==> src/rtl/usf_pkg.sv <==
// usf_pkg: constants shared by the serial port status-flag block.
// assumes: included first in compile order; used by usf_top, usf_asserts and tb_top.
`default_nettype none

package usf_pkg;
  // receive word width (8 data bits plus optional ninth bit)
  localparam int WORD_W = 9;
  localparam int DATA_W = 8;
  localparam int RX_DEPTH = 4;

  // register select codes on the internal data bus
  localparam logic [2:0] SEL_STATUS = 3'h0;
  localparam logic [2:0] SEL_CTRL_ONE = 3'h1;
  localparam logic [2:0] SEL_CTRL_TWO = 3'h2;
  localparam logic [2:0] SEL_DATA = 3'h3;
  localparam logic [2:0] SEL_BAUD = 3'h4;

  // status_register bit positions
  localparam int ST_PARITY = 7;
  localparam int ST_NOISE = 6;
  localparam int ST_FRAME = 5;
  localparam int ST_OVERRUN = 4;
  localparam int ST_RX_IDLE = 3;
  localparam int ST_RX_AVAIL = 2;
  localparam int ST_TX_IDLE = 1;
  localparam int ST_TX_EMPTY = 0;

  // control_register_one bit positions
  localparam int C1_PORT_EN = 7;
  localparam int C1_NINE_BIT = 6;
  localparam int C1_PAR_EN = 5;
  localparam int C1_PAR_ODD = 4;
  localparam int C1_BREAK = 2;
  localparam int C1_RX8 = 1;
  localparam int C1_TX8 = 0;

  // control_register_two bit positions
  localparam int C2_TX_EN = 7;
  localparam int C2_RX_EN = 6;
  localparam int C2_RX_IE = 2;

  // reset values and masks
  localparam logic [7:0] CTRL_RST = 8'h00;
  localparam logic [7:0] BAUD_RST = 8'h00;
  localparam logic [3:0] ERR_RST = 4'h0;
  localparam logic [7:0] ARM_RST = 8'h00;
  localparam logic [7:0] C1_OFF_MASK = 8'hFB; // break cleared when port is off
  localparam logic [7:0] C2_OFF_MASK = 8'h3F; // both enables cleared when port is off
  localparam logic [7:0] C1_RD_MASK = 8'hFC; // tx8 is write-only, rx8 is inserted
endpackage

`default_nettype wire

==> src/rtl/usf_stream_if.sv <==
// usf_stream_if: valid/ready word carrier between the block's own modules.
// assumes: both ends share one clock; a word moves when valid and ready are high.
`default_nettype none

interface usf_stream_if #(parameter int W = 9);
  logic valid;
  logic ready;
  logic [W-1:0] data;
  modport src (output valid, output data, input ready);
  modport snk (input valid, input data, output ready);
endinterface

`default_nettype wire

==> src/rtl/usf_fifo.sv <==
// usf_fifo: receive data buffer, parameterised width and depth.
// assumes: synchronous flush; head word is visible on rd.data while rd.valid.
`default_nettype none

module usf_fifo #(
  parameter int W = 9,
  parameter int DEPTH = 4
) (
  input wire logic clk,
  input wire logic rst_n,
  input wire logic ce,
  input wire logic flush,
  usf_stream_if.snk wr,
  usf_stream_if.src rd,
  output logic [$clog2(DEPTH+1)-1:0] level
);
  localparam int AW = (DEPTH > 1) ? $clog2(DEPTH) : 1;
  localparam int CW = $clog2(DEPTH + 1);

  logic [W-1:0] mem [DEPTH];
  logic [AW-1:0] wptr_reg;
  logic [AW-1:0] rptr_reg;
  logic [CW-1:0] cnt_reg;
  logic push;
  logic pop;

  // pointer step with wrap, so depth need not be a power of two
  function automatic logic [AW-1:0] step(input logic [AW-1:0] p);
    step = (p == AW'(DEPTH - 1)) ? '0 : AW'(p + 1'b1);
  endfunction

  // honest flags: ready drops when full so the writer sees back-pressure
  assign wr.ready = (cnt_reg != CW'(DEPTH));
  assign rd.valid = (cnt_reg != '0);
  assign rd.data = mem[rptr_reg];
  assign level = cnt_reg;
  assign push = ce && wr.valid && wr.ready;
  assign pop = ce && rd.valid && rd.ready;

  // storage is not reset; rd.data shows mem[rptr_reg] even when empty, and the control-one read takes rx8 from it
  always_ff @(posedge clk) begin
    if (push) begin
      mem[wptr_reg] <= wr.data;
    end
  end

  // pointers and occupancy
  always_ff @(posedge clk or negedge rst_n) begin
    if (!rst_n) begin
      wptr_reg <= '0;
      rptr_reg <= '0;
      cnt_reg <= '0;
    end else if (ce) begin
      if (flush) begin
        wptr_reg <= '0;
        rptr_reg <= '0;
        cnt_reg <= '0;
      end else begin
        if (push) wptr_reg <= step(wptr_reg);
        if (pop) rptr_reg <= step(rptr_reg);
        if (push && !pop) cnt_reg <= CW'(cnt_reg + 1'b1);
        else if (pop && !push) cnt_reg <= CW'(cnt_reg - 1'b1);
      end
    end
  end
endmodule

`default_nettype wire

==> src/rtl/usf_tx_hold.sv <==
// usf_tx_hold: one-word transmit data holding register toward the shifter.
// assumes: the shifter takes a word when out_valid and out_ready are both high.
`default_nettype none

module usf_tx_hold #(
  parameter int W = 9
) (
  input wire logic clk,
  input wire logic rst_n,
  input wire logic ce,
  input wire logic flush,
  usf_stream_if.snk wr,
  output logic out_valid,
  output logic [W-1:0] out_data,
  input wire logic out_ready,
  output logic taken
);
  logic full_reg;

  // a word may enter when empty or when the held one leaves this cycle
  assign wr.ready = !full_reg || out_ready;
  assign out_valid = full_reg;
  assign taken = ce && full_reg && out_ready && !flush;

  // held word
  always_ff @(posedge clk or negedge rst_n) begin
    if (!rst_n) begin
      out_data <= '0;
    end else if (ce && wr.valid && wr.ready) begin
      out_data <= wr.data;
    end
  end

  // occupancy; flush aborts a queued word
  always_ff @(posedge clk or negedge rst_n) begin
    if (!rst_n) begin
      full_reg <= 1'b0;
    end else if (ce) begin
      if (flush) full_reg <= 1'b0;
      else if (wr.valid && wr.ready) full_reg <= 1'b1;
      else if (taken) full_reg <= 1'b0;
    end
  end
endmodule

`default_nettype wire

==> src/rtl/usf_top.sv <==
// usf_top: status flags, control registers and data buffering of a serial port.
// assumes: frame shifters, baud generator and pin drivers sit outside and
// report per-word events here; the register port is the internal data bus.
//
// Overview of operation
// - status register is read-only, writes ignored
// - parity flag bit 7, only when parity enabled
// - error flags clear on status read, data access
// - noise flag with data-available, never on overrun
// - framing flag bit 5 on badly framed word
// - overrun bit 4 blocks further received transfers
// - receiver idle bit 3 low start to stop
// - transfer sets data-available bit 2, interrupt
// - word errors flagged in transfer cycle
// - data-available clears after read, buffer empty
// - transmitter idle bit 1 when empty, quiet
// - transmitter idle clears on status read, write
// - transmitter idle never while word or break queued
// - transmit-empty bit 0 set when shifter takes
// - transmit-empty clears on status read, write
// - enabling transmitter sets transmit-empty flag
// - port off clears errors, sets idle, empty
`default_nettype none

module usf_top #(
  parameter int RX_DEPTH = usf_pkg::RX_DEPTH
) (
  input wire logic CLK_SYS,
  input wire logic RST_N,
  input wire logic CE,
  input wire logic [2:0] REG_SEL,
  input wire logic REG_RD,
  input wire logic REG_WR,
  input wire logic [7:0] REG_WDATA,
  output logic [7:0] REG_RDATA,
  input wire logic RX_WORD_VALID,
  input wire logic [usf_pkg::WORD_W-1:0] RX_WORD,
  input wire logic RX_PARITY_BIT,
  input wire logic RX_NOISE,
  input wire logic RX_FRAME_ERR,
  input wire logic RX_START,
  input wire logic RX_STOP_DONE,
  output logic TX_WORD_VALID,
  output logic [usf_pkg::WORD_W-1:0] TX_WORD,
  input wire logic TX_WORD_READY,
  input wire logic TX_SHIFT_BUSY,
  output logic RX_INT_REQ,
  output logic [7:0] CTRL_ONE_OUT,
  output logic [7:0] CTRL_TWO_OUT,
  output logic [7:0] BAUD_DIVISOR_OUT
);
  localparam int LW = $clog2(RX_DEPTH + 1);

  logic [7:0] ctrl_one_reg;
  logic [7:0] ctrl_two_reg;
  logic [7:0] baud_reg;
  logic [3:0] err_reg; // parity, noise, framing, overrun
  logic rx_idle_reg;
  logic rx_avail_reg;
  logic tx_idle_reg;
  logic tx_empty_reg;
  logic [7:0] arm_reg;
  logic [7:0] status_now;
  logic [LW-1:0] rx_level;
  logic rd_stb;
  logic wr_stb;
  logic stat_rd;
  logic data_rd;
  logic data_wr;
  logic data_acc;
  logic port_en;
  logic rx_on;
  logic tx_on;
  logic rx_push;
  logic ovr_evt;
  logic par_bad;
  logic tx_taken;
  logic tx_en_rise;
  logic [3:0] err_set;
  logic [3:0] err_clr;

  usf_stream_if #(.W(usf_pkg::WORD_W)) rx_in ();
  usf_stream_if #(.W(usf_pkg::WORD_W)) rx_out ();
  usf_stream_if #(.W(usf_pkg::WORD_W)) tx_wr ();

  // received parity check: even type wants an even count of ones
  function automatic logic parity_wrong(input logic [usf_pkg::WORD_W-1:0] w,
                                        input logic nine,
                                        input logic pbit,
                                        input logic odd);
    logic ones;
    ones = (nine ? (^w) : (^w[usf_pkg::DATA_W-1:0])) ^ pbit;
    parity_wrong = ones ^ odd;
  endfunction

  // bus strobes, frozen with the clock enable
  assign rd_stb = REG_RD && CE;
  assign wr_stb = REG_WR && CE;
  assign stat_rd = rd_stb && (REG_SEL == usf_pkg::SEL_STATUS);
  assign data_rd = rd_stb && (REG_SEL == usf_pkg::SEL_DATA);
  assign data_wr = wr_stb && (REG_SEL == usf_pkg::SEL_DATA);
  assign data_acc = data_rd || data_wr;

  assign port_en = ctrl_one_reg[usf_pkg::C1_PORT_EN];
  assign rx_on = port_en && ctrl_two_reg[usf_pkg::C2_RX_EN];
  assign tx_on = port_en && ctrl_two_reg[usf_pkg::C2_TX_EN];

  assign status_now = {err_reg, rx_idle_reg, rx_avail_reg, tx_idle_reg, tx_empty_reg};

  // receive path: words enter the buffer unless overrun is pending
  assign rx_in.valid = CE && rx_on && RX_WORD_VALID && !err_reg[0];
  assign rx_in.data = RX_WORD;
  assign rx_push = rx_in.valid && rx_in.ready;
  // a word that finds the buffer full, or overrun still set, is lost
  assign ovr_evt = CE && rx_on && RX_WORD_VALID && (!rx_in.ready || err_reg[0]);
  assign par_bad = ctrl_one_reg[usf_pkg::C1_PAR_EN] &&
                   parity_wrong(RX_WORD, ctrl_one_reg[usf_pkg::C1_NINE_BIT],
                                RX_PARITY_BIT, ctrl_one_reg[usf_pkg::C1_PAR_ODD]);

  // parity, noise and framing events only ride on a word that is actually transferred
  assign err_set = {rx_push && par_bad,
                    rx_push && RX_NOISE,
                    rx_push && RX_FRAME_ERR,
                    ovr_evt};
  assign err_clr = data_acc ? arm_reg[7:4] : 4'h0;

  // the data register is the buffer head; a data read pops it
  assign rx_out.ready = data_rd;
  assign RX_INT_REQ = rx_avail_reg && ctrl_two_reg[usf_pkg::C2_RX_IE];

  // transmit path: data writes queue into the holding register
  assign tx_wr.valid = data_wr && tx_on;
  assign tx_wr.data = {ctrl_one_reg[usf_pkg::C1_TX8], REG_WDATA};
  assign tx_en_rise = wr_stb && (REG_SEL == usf_pkg::SEL_CTRL_TWO) &&
                      REG_WDATA[usf_pkg::C2_TX_EN] && !ctrl_two_reg[usf_pkg::C2_TX_EN];

  assign CTRL_ONE_OUT = ctrl_one_reg;
  assign CTRL_TWO_OUT = ctrl_two_reg;
  assign BAUD_DIVISOR_OUT = baud_reg;

  usf_fifo #(
    .W(usf_pkg::WORD_W),
    .DEPTH(RX_DEPTH)
  ) u_rx_buf (
    .clk(CLK_SYS),
    .rst_n(RST_N),
    .ce(CE),
    .flush(!rx_on),
    .wr(rx_in),
    .rd(rx_out),
    .level(rx_level)
  );

  usf_tx_hold #(
    .W(usf_pkg::WORD_W)
  ) u_tx_hold (
    .clk(CLK_SYS),
    .rst_n(RST_N),
    .ce(CE),
    .flush(!tx_on),
    .wr(tx_wr),
    .out_valid(TX_WORD_VALID),
    .out_data(TX_WORD),
    .out_ready(TX_WORD_READY),
    .taken(tx_taken)
  );

  // control one: a write stores all 8 bits, break cleared if port bit is 0; a read shows rx8 in bit 1 and 0 in bit 0
  always_ff @(posedge CLK_SYS or negedge RST_N) begin
    if (!RST_N) begin
      ctrl_one_reg <= usf_pkg::CTRL_RST;
    end else if (CE) begin
      if (wr_stb && REG_SEL == usf_pkg::SEL_CTRL_ONE) begin
        ctrl_one_reg <= REG_WDATA[usf_pkg::C1_PORT_EN] ? REG_WDATA
                        : (REG_WDATA & usf_pkg::C1_OFF_MASK);
      end else if (!port_en) begin
        ctrl_one_reg <= ctrl_one_reg & usf_pkg::C1_OFF_MASK;
      end
    end
  end

  // control two: both enables drop while the port is off
  always_ff @(posedge CLK_SYS or negedge RST_N) begin
    if (!RST_N) begin
      ctrl_two_reg <= usf_pkg::CTRL_RST;
    end else if (CE) begin
      if (wr_stb && REG_SEL == usf_pkg::SEL_CTRL_TWO) begin
        ctrl_two_reg <= port_en ? REG_WDATA : (REG_WDATA & usf_pkg::C2_OFF_MASK);
      end else if (!port_en) begin
        ctrl_two_reg <= ctrl_two_reg & usf_pkg::C2_OFF_MASK;
      end
    end
  end

  // baud divisor is plain storage for the generator outside
  always_ff @(posedge CLK_SYS or negedge RST_N) begin
    if (!RST_N) begin
      baud_reg <= usf_pkg::BAUD_RST;
    end else if (wr_stb && REG_SEL == usf_pkg::SEL_BAUD) begin
      baud_reg <= REG_WDATA;
    end
  end

  // clear arming: a status read remembers which flags it saw set;
  // any data access consumes the arming so stale reads clear nothing
  always_ff @(posedge CLK_SYS or negedge RST_N) begin
    if (!RST_N) begin
      arm_reg <= usf_pkg::ARM_RST;
    end else if (CE) begin
      if (!port_en) arm_reg <= usf_pkg::ARM_RST;
      else if (stat_rd) arm_reg <= status_now;
      else if (data_acc) arm_reg <= usf_pkg::ARM_RST;
    end
  end

  // error flags: a new event wins over a clear in the same cycle
  always_ff @(posedge CLK_SYS or negedge RST_N) begin
    if (!RST_N) begin
      err_reg <= usf_pkg::ERR_RST;
    end else if (CE) begin
      if (!port_en) err_reg <= usf_pkg::ERR_RST;
      else err_reg <= (err_reg & ~err_clr) | err_set;
    end
  end

  // receiver idle follows the shifter's start and stop reports
  always_ff @(posedge CLK_SYS or negedge RST_N) begin
    if (!RST_N) begin
      rx_idle_reg <= 1'b1;
    end else if (CE) begin
      if (!rx_on) rx_idle_reg <= 1'b1;
      else if (RX_START) rx_idle_reg <= 1'b0;
      else if (RX_STOP_DONE) rx_idle_reg <= 1'b1;
    end
  end

  // data available: set on transfer; cleared when the receiver is off, or by an armed read
  // that leaves the buffer empty, otherwise the next word keeps it up
  always_ff @(posedge CLK_SYS or negedge RST_N) begin
    if (!RST_N) begin
      rx_avail_reg <= 1'b0;
    end else if (CE) begin
      if (!rx_on) rx_avail_reg <= 1'b0;
      else if (rx_push) rx_avail_reg <= 1'b1;
      else if (data_rd && arm_reg[usf_pkg::ST_RX_AVAIL] &&
               rx_level <= LW'(1)) rx_avail_reg <= 1'b0;
    end
  end

  // transmit empty: set on hand-off to the shifter or on enabling;
  // a set in the same cycle as an armed write wins
  always_ff @(posedge CLK_SYS or negedge RST_N) begin
    if (!RST_N) begin
      tx_empty_reg <= 1'b1;
    end else if (CE) begin
      if (!port_en) tx_empty_reg <= 1'b1;
      else if (tx_taken || tx_en_rise) tx_empty_reg <= 1'b1;
      else if (data_wr && arm_reg[usf_pkg::ST_TX_EMPTY]) tx_empty_reg <= 1'b0;
    end
  end

  // transmit idle: needs an empty holding register, a quiet shifter
  // and no break request; a queued word or break holds it low
  always_ff @(posedge CLK_SYS or negedge RST_N) begin
    if (!RST_N) begin
      tx_idle_reg <= 1'b1;
    end else if (CE) begin
      if (!port_en) begin
        tx_idle_reg <= 1'b1;
      end else if (tx_empty_reg && !TX_SHIFT_BUSY && !TX_WORD_VALID &&
                   !ctrl_one_reg[usf_pkg::C1_BREAK] && !tx_wr.valid) begin
        tx_idle_reg <= 1'b1;
      end else if (data_wr && arm_reg[usf_pkg::ST_TX_IDLE]) begin
        tx_idle_reg <= 1'b0;
      end else if (TX_WORD_VALID || ctrl_one_reg[usf_pkg::C1_BREAK]) begin
        tx_idle_reg <= 1'b0;
      end
    end
  end

  // read data is registered; status has no write path at all
  always_ff @(posedge CLK_SYS or negedge RST_N) begin
    if (!RST_N) begin
      REG_RDATA <= 8'h00;
    end else if (rd_stb) begin
      case (REG_SEL)
        usf_pkg::SEL_STATUS: REG_RDATA <= status_now;
        usf_pkg::SEL_CTRL_ONE: begin
          REG_RDATA <= (ctrl_one_reg & usf_pkg::C1_RD_MASK) |
                       (8'(rx_out.data[usf_pkg::DATA_W]) << usf_pkg::C1_RX8);
        end
        usf_pkg::SEL_CTRL_TWO: REG_RDATA <= ctrl_two_reg;
        usf_pkg::SEL_DATA: REG_RDATA <= rx_out.valid ? rx_out.data[7:0] : 8'h00;
        usf_pkg::SEL_BAUD: REG_RDATA <= baud_reg;
        default: REG_RDATA <= 8'h00;
      endcase
    end
  end
endmodule

`default_nettype wire

==> config.mk <==
export PLATFORM = sky130hd
export DESIGN_NAME = usf_top
export DESIGN_NICKNAME = d
export VERILOG_FILES = /design/src/rtl/usf_pkg.sv /design/src/rtl/usf_stream_if.sv /design/src/rtl/usf_fifo.sv /design/src/rtl/usf_tx_hold.sv /design/src/rtl/usf_top.sv
export SDC_FILE = /design/constraint.sdc
export NUM_CORES = 1
export LEC_CHECK = 0
export ABC_AREA = 1
export BUFFER_PORTS_ARGS = -buffer_cell sky130_fd_sc_hd__buf_4
export CORE_ASPECT_RATIO = 0.75
export CORE_MARGIN = 5
export CORE_UTILIZATION = 51
export DETAILED_ROUTE_END_ITERATION = 8
export GPL_TIMING_DRIVEN = 0
export PLACE_DENSITY = 0.87
export SYNTH_ARGS = -nofsm -noshare
export SYNTH_HDL_FRONTEND = slang
export SYNTH_SLANG_ARGS = --single-unit
export TNS_END_PERCENT = 100
==> constraint.sdc <==
create_clock -name CLK_SYS -period 1.8 [get_ports CLK_SYS]
set_input_delay 0.18 -clock CLK_SYS [delete_from_list [all_inputs] [get_ports CLK_SYS]]
set_output_delay 0.18 -clock CLK_SYS [all_outputs]
set_load 0.005 [all_outputs]
* After elaboration in Yosys (flattened, before gate mapping)
Memory sizes are Yosys's and may differ from the RTL's. Cells that the tools add are included.
Word-level totals: flip-flop bits (word level) 65, latch bits 0, RAM bits 36, bits in read-only memories 0, input port bits 33, memories 1
Memories:
- u_rx_buf.mem | words 4, bits a word 9, read ports 1, clocked after Yosys merged registers in 0, wr ports 1, RTL line usf_fifo.sv:20 | logic [W-1:0] mem [DEPTH];
Operators by class: add/sub/neg operators 4, multipliers 0, div/mod/pow operators 0, order comparisons 1, equality and inequality tests 18, shifts and indexed selects 0, mux-type cells 41, bitwise logic cells 6, reductions and logical operators 74
Operator list (count):
- two-way mux 8 bit | 10
- logical AND 1 bit | 43
- case mux 8 bit (5 select lines) | 1
- AND reduction 2 bit | 13
- two-way mux 1 bit | 19
- inequality test 3 x 1 -> 1 bit (second input constant) | 5
- two-way mux 2 bit | 6
- zero test 1 bit | 9
- two-way mux 3 bit | 3
- parity 9 bit | 1
- two-way mux 4 bit | 2
- inequality test 2 x 1 -> 1 bit (second input constant) | 4
- bitwise OR 8 x 2 -> 8 bit | 1
- parity 8 bit | 1
- equality test 3 x 2 -> 1 bit (second input constant) | 2
- inequality test 3 bit (second input constant) | 2
- logical OR 1 bit | 5
- adder 2 x 1 -> 2 bit (second input constant) | 2
- AND 4 bit | 1
- equality test 2 bit (second input constant) | 2
- inequality test 4 x 1 -> 1 bit (second input constant) | 1
- inverter 4 bit | 1
- bitwise OR 4 bit | 1
- adder 3 x 1 -> 3 bit (second input constant) | 1
- other kinds (7) | 8

* Depth between registers and ports, before layout
word-level depth 11, gate-level depth with buffers 12, gate-level depth less buffers 12

* Modules after synthesis
A second synthesis with hierarchy kept.
Unflattened totals: cell total of the unflattened synthesis 523, area total of the unflattened synthesis 4758.3 µm²
Modules (own cells, without submodules):
- usf_top | times used 1, cells an instance 317, area an instance 2447.3 µm², seq. area each 1179.9 µm²
- usf_fifo | times used 1, cells an instance 157, area an instance 1871.8 µm², seq. area each 1256.2 µm²
- usf_tx_hold | times used 1, cells an instance 49, area an instance 439.2 µm², seq. area each 250.2 µm²

* Worst setup path after synthesis
OpenSTA, ideal clock, no wires.
path type flip-flop to flip-flop, start register u_rx_buf.cnt_reg[0] (netlist: u_rx_buf.level[0]), end memory u_rx_buf.mem[0][0] (enable), arrival 1.351 ns, slack 0.075 ns, cell stages (with the launch flop) 6, buffers on the path 0, path through dfrtp_1 inv_1 ha_1 a21oi_2 nand2_4 nor2_1
Between the ends: cells in the longest elaborated chain, start to end 4
RTL lines:
- from (decl) | RTL line usf_fifo.sv:23 | logic [CW-1:0] cnt_reg;
- from (signal assigned) | RTL line usf_fifo.sv:61 | if (push && !pop) cnt_reg <= CW'(cnt_reg + 1'b1);
- from (signal assigned) | RTL line usf_fifo.sv:62 | else if (pop && !push) cnt_reg <= CW'(cnt_reg - 1'b1);
- inequality test 3 bit | RTL line usf_fifo.sv:33 | assign wr.ready = (cnt_reg != CW'(DEPTH));
- logical AND 1 bit | RTL line usf_fifo.sv:37 | assign push = ce && wr.valid && wr.ready;
- two-way mux 1 bit | RTL line usf_fifo.sv:42 | if (push) begin
- two-way mux 1 bit (implied by the code) | RTL line usf_fifo.sv:43 | mem[wptr_reg] <= wr.data;
- to (decl) | RTL line usf_fifo.sv:20
No other way between the ends.

* Final worst setup path
start register u_rx_buf.rptr_reg[1], end register REG_RDATA[6]
Between the ends: cells in the longest elaborated chain, start to end 3
RTL lines:
- from (decl) | RTL line usf_fifo.sv:22 | logic [AW-1:0] rptr_reg;
- from (signal assigned) | RTL line usf_fifo.sv:60 | if (pop) rptr_reg <= step(rptr_reg);
- memory read (4 x 9 bit)
- two-way mux 8 bit | RTL line usf_top.sv:293 | usf_pkg::SEL_DATA: REG_RDATA <= rx_out.valid ? rx_out.data[7:0] : 8'h00;
- case mux 8 bit (5 select lines) | RTL line usf_top.sv:286 | case (REG_SEL)
- to (signal assigned) | RTL line usf_top.sv:287 | usf_pkg::SEL_STATUS: REG_RDATA <= status_now;
- to (signal assigned) | RTL line usf_top.sv:293
- to (signal assigned) | RTL line usf_top.sv:294 | usf_pkg::SEL_BAUD: REG_RDATA <= baud_reg;
- to (decl) | RTL line usf_top.sv:35 | output logic [7:0] REG_RDATA,
No other way between the ends. A chain may end at the register's enable or synchronous reset.

==> results.md <==
* Status: finished, final reports clean
* Sequential cell area at 0.00269 mm^2
* Largest Register: u_rx_buf.mem
* CTS tree: done
* Routability cong. at 0.886
* Die width at 121 um
* Share of layout cells above drive strength 1 at 25.5%
* Multi-input gate area at 0.00175 mm^2
* YS warnings at 0
* Leakage dissipation at 2.72 nW
* Biggest area consumer among synthesized cells: dfrtp_1
* Number of enable flip-flop cells after synthesis at 36
* Antenna Cells at 0
* Initial antenna violation count at 0
* Crit path largest cell delay at 0.37 ns
* Num CTS Buffers at 9
* Ranking of synthesized cells by area: dfrtp_1 (32%), edfxtp_1 (23%), nand2_1 (9.9%)
* DR WL/cell at 17.1 um
* CORE AREA at 0.00905 mm^2
* Sequential fraction of the synthesis area at 56.9%
* Max Clock Freq at 0.568 GHz
* Synth Instances at 505
* Critical Path AT at 1.98 ns
* Clock buffer depth at 2
* Kind of critical path: reg -> reg
* Die height at 93.3 um
* Clk Latency, worst-skew pair at 0.34 ns
* Hold Path Cell Cnt at 3
* VDD IR max at 0.536 mV
* Clock Pin Slew Worst Setup and Hold Paths at 0.07 ns
* Final wirelength at 12600 um
* Cell variety after synth at 42
* First DRT Iteration DRCs at 470
* Top Ports at 76
* Residual DRC at 0
* IO buf count at 74
* First-pass GRT wire length at 20500 um
* Final Hold Viols at 0
* Reg-to-Reg Start: u_rx_buf.rptr_reg[1]$_DFFE_PN0P_
* Min cycle time layout at 1.76 ns
* Num Clock Sinks at 100
* Via density at 5.51
* Reg-to-Reg End: REG_RDATA[6]$_DFFE_PN0N_
* Synth async-reset ratio at 64.0%
* Sink of the worst hold path: CTRL_ONE_OUT[0]$_DFFE_PN0P_
* Dpl hpwl at 9120 um
* Total grt overflow at 0
* Post-synthesis instance area at 0.00472 mm^2
* Vias in the first global route at 4099
* Worst R2R Path Depth at 8
* Hold_sp: REG_WDATA[0]
* CP required at 2.02 ns
* Crit share post-route at 97.7%
* Slack of the worst reg-to-reg path at 0.04 ns
* Pins Over Slew Limit at 0
* Worst Skew at 0.00767 ns
* Critical-path cell with the highest stage delay: dfrtp_1
* Synth top area share at 32.3%
* Largest net degree at the start of global routing at 65
* Pwr Density at 920 mW/mm^2
* Slew HR at 46.2%
* Cell with the most instances after synthesis: nand2_1
* Vias at 4038
* Hold Crit Class: in -> reg
* Antenna Nets Post-Route at 0
* Post-synth top cells: nand2_1 (125), dfrtp_1 (61), inv_1 (60)
* Largest register FFs at 36
* Net count, final at 642
* CP max FO at 10
* Synthesized Nets at 547
* Placed insts at 707
* Starting Density at 52.2%
* # rows at 30
* Fillers at 699
* Drt pass-1 iters at 6
* Core Util, Final at 64.8%
* Synth Area per Inst at 9.35 um^2
* Largest regs: u_rx_buf.mem: 36 flops, u_tx_hold.out_data: 9 flops
* CP endpoint kind: flop
* Top FF cell, synth: dfrtp_1
* Max Cap Violations at 0
* GRT Total Usage at 23.1%
* P&R area growth vs syn at 24.1%
* Startpoint Class: flop
* FF+latch count, synth at 100
* Worst path cell trace: clkbuf_2, clkinvlp_4, o21ai_0, o22ai_1, nand2_1, nand3b_1, o21ai_0, nand2_1
* Final number of setup-violating endpoints at 0
* H-tree depth at 3
* Worst Tran Pin Value at 0.806 ns
* Die Area at 0.0113 mm^2
* Worst hold slack at 0.0543 ns
* Root Driver: clkbuf_16
* Post-Layout Cell Count at 733
==> placed cells by master, fill, tap and decap left out, drive strengths merged, types with 9 or more instances in the layout <==
cell,n
a21oi,10
buf,92
clkbuf,14
dfrtp,61
edfxtp,36
ha,9
inv,66
nand2,130
nand3,16
nor2,45
o21ai,76
o22ai,15
==> cell families (layout without fill, tap and decap cells) <==
kind of cell             after synthesis  count (layout)  share of synthesized area (%)
AND/OR/NAND/NOR                      200             200                           18.7
adder cells (fa/ha/maj)                9               9                           2.38
XOR/XNOR                               6               6                           1.11
flip-flops                           100             100                           56.9
AO/OA/AOI/OAI                        112             112                           14.2
buffers and inverters                 78             178                           6.78
==> report_power, final <==
group	switching, mW	total (mW)	internal [mW]
registers	0.158	2.68	2.52
clock network	0.850	1.89	1.04
logic	0.440	0.822	0.381
total	1.45	5.39	3.94
==> routing by layer <==
| metal | GRT usage [%] | vias up | wire length (um) | share of wire, % |
|---|---|---|---|---|
| li1 | - | 1859 | - | - |
| met1 | 32.1 | 1952 | 5120 | 41 |
| met2 | 36.6 | 214 | 6100 | 49 |
| met3 | 5.32 | 13 | 1190 | 9.5 |
| met4 | 6.51 | 0 | 149 | 1.2 |
| met5 | 0 | - | 0 | 0 |
==> worst max path at each step <==
stage,cells past startpoint,end,from,slack [ns]
detailed placement,5,u_rx_buf.mem[0][0]$_DFFE_PP_,u_rx_buf.level[0]$_DFFE_PN0P_,-0.43
CTS,9,u_rx_buf.level[2]$_DFFE_PN0P_,u_rx_buf.level[0]$_DFFE_PN0P_,-0.007
floorplan,5,u_rx_buf.mem[0][0]$_DFFE_PP_,u_rx_buf.level[0]$_DFFE_PN0P_,0.08
global placement,5,u_rx_buf.mem[3][0]$_DFFE_PP_,u_rx_buf.level[0]$_DFFE_PN0P_,-0.33
global route,8,REG_RDATA[6]$_DFFE_PN0N_,u_rx_buf.rptr_reg[1]$_DFFE_PN0P_,-0.03
finish,8,REG_RDATA[6]$_DFFE_PN0N_,u_rx_buf.rptr_reg[1]$_DFFE_PN0P_,0.04
==> through the flow <==
step           setup TNS [ns]  total power [mW]  setup WS (ns)  cell area (um^2)
6_report                    0              5.39         0.0407              5860
5_1_grt               -0.0692              5.61        -0.0255              5860
4_1_cts              -0.00675              5.39       -0.00675              5770
3_5_place_dp           -12.97              3.53         -0.426              5440
3_3_place_gp            -9.79              3.49         -0.326              5440
2_1_floorplan               0              3.04         0.0751              4720
==> area by class of cell <==
type	instances	area share, %
well taps	128	2.73
repair buffers	84	11.0
plain buffers	11	1.11
flip-flops and latches	100	45.8
clock buffers	12	4.42
inverters	67	4.42
multi-input cells	327	29.9
clock inverters	4	0.555
==> worst max-delay path, delay by kind of cell, from the launching register on <==
| kind | cells | cell delay (ns) |
|---|---|---|
| AND/OR/NAND/NOR | 3 | 0.27 |
| buffers and inverters | 2 | 0.49 |
| flip-flops | 1 | 0.37 |
| AO/OA/AOI/OAI | 3 | 0.50 |
==> timing repair <==
item | in CTS | in global routing
hold buffers | 1 | 0
pin swaps | 0 | 2
setup buffers | 0 | 9
gates resized for setup | 8 | 5
endpoints found under the hold margin | 61 | 0
setup endpoints to repair | 36 | 41
Note: power is estimated with default switching activity, not from simulation.
